### src/rtl/cbu_pkg.sv
// Package with constants, opcode enumeration and state codes for the branch unit
package cbu_pkg;
  localparam int CBU_PC_W = 16;
  localparam int CBU_OFS_W = 7;
  localparam int CBU_SREG_W = 8;
  // Status register bit positions
  localparam int CBU_BIT_C = 0;
  localparam int CBU_BIT_Z = 1;
  localparam int CBU_BIT_N = 2;
  localparam int CBU_BIT_V = 3;
  localparam int CBU_BIT_S = 4;
  localparam int CBU_BIT_H = 5;
  localparam int CBU_BIT_T = 6;
  localparam int CBU_BIT_I = 7;
  // Cycle counts of a branch
  localparam int CBU_CYC_NOT_TAKEN = 1;
  localparam int CBU_CYC_TAKEN = 2;
  localparam logic [CBU_PC_W-1:0] CBU_PC_RESET = 16'h0000;
  localparam logic [CBU_PC_W-1:0] CBU_PC_ONE = 16'h0001;
  localparam int CBU_NUM_COND = 15;

  typedef enum logic [3:0] {
    CBU_BRANCH_ON_EQUAL = 4'h0,
    CBU_BRANCH_ON_NOT_EQUAL = 4'h1,
    CBU_BRANCH_ON_CARRY_SET = 4'h2,
    CBU_BRANCH_ON_CARRY_CLEAR = 4'h3,
    CBU_BRANCH_ON_SAME_OR_HIGHER = 4'h4,
    CBU_BRANCH_ON_LOWER = 4'h5,
    CBU_BRANCH_ON_MINUS = 4'h6,
    CBU_BRANCH_ON_PLUS = 4'h7,
    CBU_BRANCH_ON_SIGNED_GE = 4'h8,
    CBU_BRANCH_ON_SIGNED_LT = 4'h9,
    CBU_BRANCH_ON_HALF_CARRY_SET = 4'hA,
    CBU_BRANCH_ON_HALF_CARRY_CLEAR = 4'hB,
    CBU_BRANCH_ON_TRANSFER_SET = 4'hC,
    CBU_BRANCH_ON_TRANSFER_CLEAR = 4'hD,
    CBU_BRANCH_ON_OVERFLOW_SET = 4'hE
  } cbu_op_e;

  typedef enum logic [1:0] {
    CBU_IDLE = 2'b01,
    CBU_SECOND = 2'b10
  } cbu_state_e;
endpackage : cbu_pkg

### src/rtl/cbu_cond_eval.sv
// Combinational condition evaluator over the status flags
`timescale 1ns/1ns
module cbu_cond_eval
  import cbu_pkg::*;
(
  input wire logic [3:0] opSel,
  input wire logic [CBU_SREG_W-1:0] flags,
  output logic condTrue,
  output logic opLegal
);
  logic fz;
  logic fc;
  logic fn;
  logic fv;
  logic fh;
  logic ft;

  // Flag taps
  assign fz = flags[CBU_BIT_Z];
  assign fc = flags[CBU_BIT_C];
  assign fn = flags[CBU_BIT_N];
  assign fv = flags[CBU_BIT_V];
  assign fh = flags[CBU_BIT_H];
  assign ft = flags[CBU_BIT_T];

  // One condition per opcode; codes above the list are not branches
  always_comb begin
    condTrue = 1'b0;
    opLegal = 1'b1;
    unique case (opSel)
      CBU_BRANCH_ON_EQUAL: condTrue = fz;
      CBU_BRANCH_ON_NOT_EQUAL: condTrue = ~fz;
      CBU_BRANCH_ON_CARRY_SET: condTrue = fc;
      CBU_BRANCH_ON_CARRY_CLEAR: condTrue = ~fc;
      CBU_BRANCH_ON_SAME_OR_HIGHER: condTrue = ~fc;
      CBU_BRANCH_ON_LOWER: condTrue = fc;
      CBU_BRANCH_ON_MINUS: condTrue = fn;
      CBU_BRANCH_ON_PLUS: condTrue = ~fn;
      CBU_BRANCH_ON_SIGNED_GE: condTrue = ~(fn ^ fv);
      CBU_BRANCH_ON_SIGNED_LT: condTrue = fn ^ fv;
      CBU_BRANCH_ON_HALF_CARRY_SET: condTrue = fh;
      CBU_BRANCH_ON_HALF_CARRY_CLEAR: condTrue = ~fh;
      CBU_BRANCH_ON_TRANSFER_SET: condTrue = ft;
      CBU_BRANCH_ON_TRANSFER_CLEAR: condTrue = ~ft;
      CBU_BRANCH_ON_OVERFLOW_SET: condTrue = fv;
      default: opLegal = 1'b0;
    endcase
  end
endmodule : cbu_cond_eval

### src/rtl/cbu_branch_unit.sv
// Conditional relative branch unit: condition test and program-counter update
`timescale 1ns/1ns
module cbu_branch_unit
  import cbu_pkg::*;
(
  input wire logic clock,
  input wire logic rst,
  input wire logic clkEn,
  input wire logic issueValid,
  input wire logic [3:0] issueOp,
  input wire logic [CBU_OFS_W-1:0] issueOffset,
  input wire logic [CBU_SREG_W-1:0] statusIn,
  output logic issueReady,
  output logic [CBU_PC_W-1:0] progCounter,
  output logic [CBU_SREG_W-1:0] statusOut,
  output logic branchTaken,
  output logic branchDone,
  output logic badOpcode
);
  cbu_state_e state;
  cbu_state_e next_state;
  logic [CBU_PC_W-1:0] next_progCounter;
  logic [CBU_PC_W-1:0] targetPc;
  logic [CBU_PC_W-1:0] next_targetPc;
  logic [CBU_SREG_W-1:0] next_statusOut;
  logic next_issueReady;
  logic next_branchTaken;
  logic next_branchDone;
  logic next_badOpcode;
  logic condTrue;
  logic opLegal;
  logic [CBU_PC_W-1:0] offsetExt;
  logic [CBU_PC_W-1:0] takenPc;
  logic accept;

  // Flag test lives in its own leaf so the decode can be reused by the fetch path
  cbu_cond_eval condUnit (
    .opSel(issueOp),
    .flags(statusIn),
    .condTrue(condTrue),
    .opLegal(opLegal)
  );

  // Sign-extend the word offset and form the taken target
  assign offsetExt = {{(CBU_PC_W-CBU_OFS_W){issueOffset[CBU_OFS_W-1]}}, issueOffset};
  assign takenPc = progCounter + offsetExt + CBU_PC_ONE;
  assign accept = issueValid && issueReady && (state == CBU_IDLE);

  // Next-state logic; a taken branch spends a second cycle before the new PC shows
  always_comb begin
    next_state = state;
    next_progCounter = progCounter;
    next_targetPc = targetPc;
    next_statusOut = statusIn;
    next_issueReady = issueReady;
    next_branchTaken = 1'b0;
    next_branchDone = 1'b0;
    next_badOpcode = 1'b0;
    unique case (state)
      CBU_IDLE: begin
        next_issueReady = 1'b1;
        if (accept) begin
          if (!opLegal) begin
            // Unknown code: step past it like a non-branch
            next_badOpcode = 1'b1;
            next_progCounter = progCounter + CBU_PC_ONE;
            next_branchDone = 1'b1;
          end else if (condTrue) begin
            next_targetPc = takenPc;
            next_state = CBU_SECOND;
            next_issueReady = 1'b0;
          end else begin
            next_progCounter = progCounter + CBU_PC_ONE;
            next_branchDone = 1'b1;
          end
        end
      end
      CBU_SECOND: begin
        next_progCounter = targetPc;
        next_branchTaken = 1'b1;
        next_branchDone = 1'b1;
        next_issueReady = 1'b1;
        next_state = CBU_IDLE;
      end
      default: begin
        next_state = CBU_IDLE;
        next_issueReady = 1'b1;
      end
    endcase
  end

  // Registers; clock enable low freezes everything, but a synchronous reset still clears them
  always_ff @(posedge clock) begin
    if (rst) begin
      state <= CBU_IDLE;
      progCounter <= CBU_PC_RESET;
      targetPc <= CBU_PC_RESET;
      statusOut <= '0;
      issueReady <= 1'b0;
      branchTaken <= 1'b0;
      branchDone <= 1'b0;
      badOpcode <= 1'b0;
    end else if (clkEn) begin
      state <= next_state;
      progCounter <= next_progCounter;
      targetPc <= next_targetPc;
      statusOut <= next_statusOut;
      issueReady <= next_issueReady;
      branchTaken <= next_branchTaken;
      branchDone <= next_branchDone;
      badOpcode <= next_badOpcode;
    end
  end
endmodule : cbu_branch_unit

### config.mk
export PLATFORM = sky130hd
export DESIGN_NAME = cbu_branch_unit
export DESIGN_NICKNAME = d
export VERILOG_FILES = /design/src/rtl/cbu_pkg.sv /design/src/rtl/cbu_cond_eval.sv /design/src/rtl/cbu_branch_unit.sv
export SDC_FILE = /design/constraint.sdc
export NUM_CORES = 1
export LEC_CHECK = 0
export BUFFER_PORTS_ARGS = -buffer_cell sky130_fd_sc_hd__buf_2
export CELL_PAD_IN_SITES_DETAIL_PLACEMENT = 1
export CELL_PAD_IN_SITES_GLOBAL_PLACEMENT = 1
export CORE_ASPECT_RATIO = 1.75
export CORE_MARGIN = 8
export CORE_UTILIZATION = 43
export CTS_BUF_LIST = sky130_fd_sc_hd__clkbuf_2
export CTS_CLUSTER_DIAMETER = 50
export DETAILED_ROUTE_END_ITERATION = 12
export PLACE_DENSITY = 0.86
export SYNTH_ARGS = -nofsm -noshare
export SYNTH_HDL_FRONTEND = slang
export SYNTH_HIERARCHICAL = 1
export SYNTH_SLANG_ARGS = --single-unit
### constraint.sdc
create_clock -name clock -period 3.15 [get_ports clock]
set_input_delay 0.63 -clock clock [delete_from_list [all_inputs] [get_ports clock]]
set_output_delay 0.63 -clock clock [all_outputs]
set_load 0.005 [all_outputs]
Yosys cells after proc, flatten, opt, wreduce, memory -nomap -nowiden

Cells that the tools add are included.

Output and inout bits: 28
Memory bits (writable): 0
Word-level logic and storage cells: 68
Bits in latches: 0
Input port bits: 23
Flip-flop bits (word level): 46
Memories kept: 0
Memory bits (read-only): 0

Reduce and logical (&&, ||, !) cells: 10
Divide/modulo/power cells: 0
Add/subtract/negate cells: 3
Magnitude comparators: 0
Mux-type cells: 20
Shift-type cells: 0
Eq/ne operators: 20
$mul: 0
Bitwise gates (word level): 7

Operator list:

| kind                                                            | count |
|---|---|
| 16-bit two-way mux                                              | 3 |
| 16-bit by 1-bit adder with 16-bit output, second input constant | 2 |
| 16-bit one-hot mux with 2 select lines                          | 1 |
| 4-bit == test, second input constant                            | 7 |
| 16-bit adder                                                    | 1 |
| 4-bit by 3-bit == test with 1-bit output, second input constant | 4 |
| 15-bit OR reduction                                             | 1 |
| 1-bit one-hot mux with 13 select lines                          | 1 |
| 1-bit two-way mux                                               | 10 |
| 4-bit by 2-bit == test with 1-bit output, second input constant | 2 |
| 2-bit two-way mux                                               | 4 |
| 4-bit AND reduction                                             | 2 |
| 2-bit inequality test, second input constant                    | 3 |
| 1-bit inverter                                                  | 6 |
| 5-bit AND reduction                                             | 1 |
| 4-bit by 1-bit == test with 1-bit output, second input constant | 1 |
| 4-bit logical NOT                                               | 1 |
| 2-bit OR reduction                                              | 2 |
| 3-bit inequality test, second input constant                    | 1 |
| 2-bit by 1-bit == test with 1-bit output, second input constant | 1 |
| 2-bit == test, second input constant                            | 1 |
| 1-bit logical AND                                               | 2 |
| 1-bit one-hot mux with 2 select lines                           | 1 |
| 2-bit nonzero test                                              | 1 |
| 1-bit XOR                                                       | 1 |

Depth between registers and ports, before layout

Depth in word-level cells: 7
Gate-level depth with buffers: 12
Mapped depth without buffers: 10

By module

The synthesis kept the hierarchy.

By module, submodules not included:

| module          | cells an instance | seq. area each (sq um) | times used | area an instance (sq um) |
|---|---|---|---|---|
| cbu_branch_unit | 361               | 920.9                  | 1          | 2806.4 |
| cbu_cond_eval   | 25                | 0.0                    | 1          | 182.7 |

Worst setup path before layout

No wires, ideal clock.

Kind: input -> register
Start: in issueOp[1]
End: reg targetPc[11]
Path buffers: 1
Required time: 3.076 ns
Data arrival time: 2.513 ns
Slack: 0.562 ns
Setup time: 0.074 ns
Cell stages on the path: 9
Cells stage by stage: clkbuf_1 a21o_1 a221o_1 o211ai_2 nand3_1 nor2_1 nand2_1 or4_1 a31oi_1

Word-level cells in the longest chain between the ends: 4
Elaborated cells on any way between the ends: 21
Classes of those cells: eq/ne (14); mux (2); reduce/logical (5)

RTL lines:

| what                                                                                                 | RTL line               | source |
|---|---|---|
| start: declaration                                                                                   | cbu_branch_unit.sv:10  | `input wire logic [3:0] issueOp,` |
| 4-bit by 2-bit == test with 1-bit output or 4-bit by 3-bit == test with 1-bit output (tied branches) | cbu_cond_eval.sv:30    | `unique case (opSel)` |
| 2-bit OR reduction (no line)                                                                         | n/a                    |  |
| 1-bit one-hot mux with 13 select lines (*)                                                           | cbu_cond_eval.sv:30    |  |
| named net condTrue                                                                                   | cbu_branch_unit.sv:30  | `logic condTrue;` |
| 5-bit AND reduction (no line) (*)                                                                    | n/a                    |  |
| end signal: assignment                                                                               | cbu_branch_unit.sv:106 | `targetPc <= next_targetPc;` |
| end: declaration                                                                                     | cbu_branch_unit.sv:23  | `logic [CBU_PC_W-1:0] targetPc;` |

Mark *: on every way through the listed nets, which the timed path passes. The rest lies on a longest branch.
A chain may end at the register's enable or synchronous reset.

Worst setup path after layout

Start: reg progCounter[0]
End: reg targetPc[12]

Word-level cells in the longest chain between the ends: 2

RTL lines:

| what                                     | RTL line               | source |
|---|---|---|
| start: declaration                       | cbu_branch_unit.sv:14  | `output logic [CBU_PC_W-1:0] progCounter,` |
| start signal: assignment                 | cbu_branch_unit.sv:105 | `progCounter <= next_progCounter;` |
| 16-bit adder                             | cbu_branch_unit.sv:46  | `assign takenPc = progCounter + offsetExt + CBU_PC_ONE;` |
| 16-bit by 1-bit adder with 16-bit output | cbu_branch_unit.sv:46  |  |

Every way passes these cells.

==> impl_metrics.toml <==
[run_status]
status = "finished, final reports clean"

[clocking]
clock_sinks = 46
tritoncts = "built"
clk_pin_slew_ns = 0.22
cts_made_buffers = 5
htree_levels = 2
cts_root_buf = "clkbuf_2"
clock_latency_ns = 0.45
cts_setup_buffers = 0
post_cts_resized = 0
cts_hold_buf = 0
cts_buffer_depth = 2

[synthesis]
yosysWarningCount = 6
syn_area_per_cell_um2 = 7.744
synth_area_um2 = 2989
synth_edf_count = 0
yosys_register_bits = 46
synth_seq_area_share_pct = 30.81
async_reset_ff_share_pct = 0
syn_inst = 386
ys.flop_type = "dfxtp_1"
netlist_top_cells_area = "dfxtp_1, ha_1, a21oi_1, nor2_1, nand2_1"
syn_nets = 428
yosysTopAreaCell = "dfxtp_1"
synth_cell_types = 52
synth_top_cell_area_share_pct = 30.81

[sta]
worst_pin_slew_ns = 0.7910
report.final.slew_viol_count = 0
max_freq_mhz = 387.6
rsz0062_at_grt = "no"
setup-tns-final_ns = 0
clock_skew_ns = 0.02165
maxSlewHeadroom_pct = 47.27
min_period_over_period_pct = 81.90
min_period_ns = 2.580
finalHoldViolCount = 0
setup_viol = 0

[route]
wirelength_mm = 9.284
drt_iter0_markers = 154
ant_nets = 0
via_count = 3094
drc = 0
avgRoutedWirePerCell_um = 17.89
drt_pass1_iterations = 5
via_per_inst = 5.961

[worst_hold_path]
hold_start = "statusIn[4]"
hold_class = "input pin to flip-flop"
hold_depth = 3
hold_end = "statusOut[4]"

[pwr]
powerDensity_nw_per_um2 = 299.3
total_power_uw = 1008
peakVddDrop_mv = 0.1257
p_leak_uw = 0.001429

[placement]
place.gp.congestion = 0.8178
port_buffers = 50
hpwl_mm = 7.218
dpl-instance-area_um2 = 3328

[worst_setup_path]
r2r-end = "targetPc[12]"
end_kind = "flip-flop"
crit_type = "flip-flop to flip-flop"
r2r_cells = 10
worstPathRequired_ns = 3.49
crit_fanout = 8
cp_data_arrival_time_ns = 2.92
worstReg2RegStart = "progCounter[0]"
start_kind = "flip-flop"
rrSetupSlack_ns = 0.57

[layout]
fillerInstances = 899
ff_latch_area_um2 = 920.9
multi_input_area_um2 = 1939
drive_gt1_share_pct = 15.67
syn_to_final_growth_pct = 12.64
final_cell_area_um2 = 3367
nNetsFinal = 475

[die]
start_util_pct = 43.92
fp.dieArea_um2 = 9980
core_um2 = 6807
num_rows = 40
fp.dieH_um = 126.3
die_w_um = 79.03
pin_count = 51

[flow_run]
cap_violations = 0

[grt]
overflow = 0
grt_max_degree = 44
grt_pass1_wl_mm = 15.06
antenna_found_initial = 1
track_usage_pct = 18.37
grt_pass1_vias = 3131
cell type report:
type,instances,area share (%)
Antenna cell,1,0.07432
Clock buffer,5,0.7432
Clock inverter,3,0.3344
Inverter,12,1.338
Multi-Input combinational cell,309,57.60
Sequential cell,46,27.35
Tap cell,84,3.122
Timing Repair Buffer,59,9.439
cells by family after synthesis:
| group | Yosys count | synth area share [%] |
|---|---|---|
| AND/OR/NAND/NOR | 138 | 21.47 |
| adder cells (fa/ha/maj) | 19 | 8.204 |
| multiplexers | 12 | 4.019 |
| AO/OA/AOI/OAI | 129 | 27.96 |
| buffers and inverters | 31 | 4.311 |
| XOR/XNOR | 11 | 3.223 |
| flip-flops | 46 | 30.81 |
cell usage in the layout, fill, tap and decap left out, types with 3 or more instances in the layout:
cell       n
a31oi_1    6
xnor2_1    8
nor4_1     3
clkinv_1   4
ha_1      18
a21o_1     9
dfxtp_1   46
o31ai_1    5
or4_1      4
a211oi_1   9
xor2_1     3
nand3_1   15
a21oi_1   43
nand2_1   39
nor3_1    11
nor2b_1    3
clkbuf_2   5
or3_1      3
o21ai_1    3
a22oi_1    5
nand4_1    4
o21a_1    10
inv_1     11
mux2i_1   12
buf_2     50
o21ai_0   18
buf_4      9
o22ai_1    3
and3_1     3
nor2_1    46
where the power goes:
part | leakage [uW] | total (uW) | switching [uW] | internal [uW]
logic | 0.00103 | 162 | 96.1 | 66.3
clock network | 0.0000255 | 238 | 191 | 47.3
registers | 0.000373 | 607 | 10.3 | 597
total | 0.00143 | 1010 | 297 | 711
cells in the mapped netlist (all sizes together), types with 2 or more instances:
master	n
a31oi	6
nand2	39
clkbuf	12
nor3	11
dfxtp	46
o21ai	21
nand3b	2
a21o	9
or3	3
o22ai	3
nand4	4
o31ai	5
a211oi	9
o41ai	2
and3	3
buf	7
a21oi	43
mux2i	12
nor2b	4
nor4	3
a221o	2
ha	18
o21bai	2
and4	2
nand3	15
xnor2	8
inv	11
o21a	10
a22oi	5
nor2	46
or4	4
xor2	3
per-layer routing:
| metal | global-route usage [%] | up-vias | routed length (um) |
|---|---|---|---|
| li1 | - | 1511 | - |
| met2 | 34.03 | 62 | 5033 |
| met5 | 0 | - | 0 |
| met1 | 19.60 | 1507 | 3729 |
| met4 | 7.355 | 0 | 160 |
| met3 | 2.970 | 14 | 360 |
flip-flops by register name (all words and copies together) (netlist names):
name,cells
statusOut,8
badOpcode,1
branchDone,1
issueReady,1
state,2
targetPc,16
branchTaken,1
progCounter,16
per-stage QoR:
step                worst slack [ns]  hold WS, ns  util (%)  cells
floorplan                     0.5622       0.4287         -    386
global placement              0.3644       0.4401     48.90    510
detailed placement            0.2320       0.4480     48.90    510
CTS                           0.5594       0.3967     49.43    518
global route                  0.3797       0.4104     49.47    519
finish                        0.5701       0.4267     49.47    519
worst max path at each step:
stage,from,to,slack (ns),depth (start not counted)
finish,progCounter[0],targetPc[12],0.57,10
global route,progCounter[0],targetPc[12],0.38,10
CTS,progCounter[0],targetPc[12],0.56,10
detailed placement,issueOp[2],targetPc[3],0.23,11
global placement,issueOffset[0],targetPc[12],0.36,11
floorplan,issueOp[1],targetPc[11],0.56,9
critical path: stages (launching register included):
cell	delay, ns
dfxtp_1	0.44
inv_1	0.11
ha_1	0.17
inv_1	0.06
fa_1	0.42
a211oi_1	0.30
o21bai_1	0.15
a41o_1	0.32
o311a_1	0.30
o21ai_1	0.14
o21ai_1	0.08
Power figures use the tool's default switching activity.
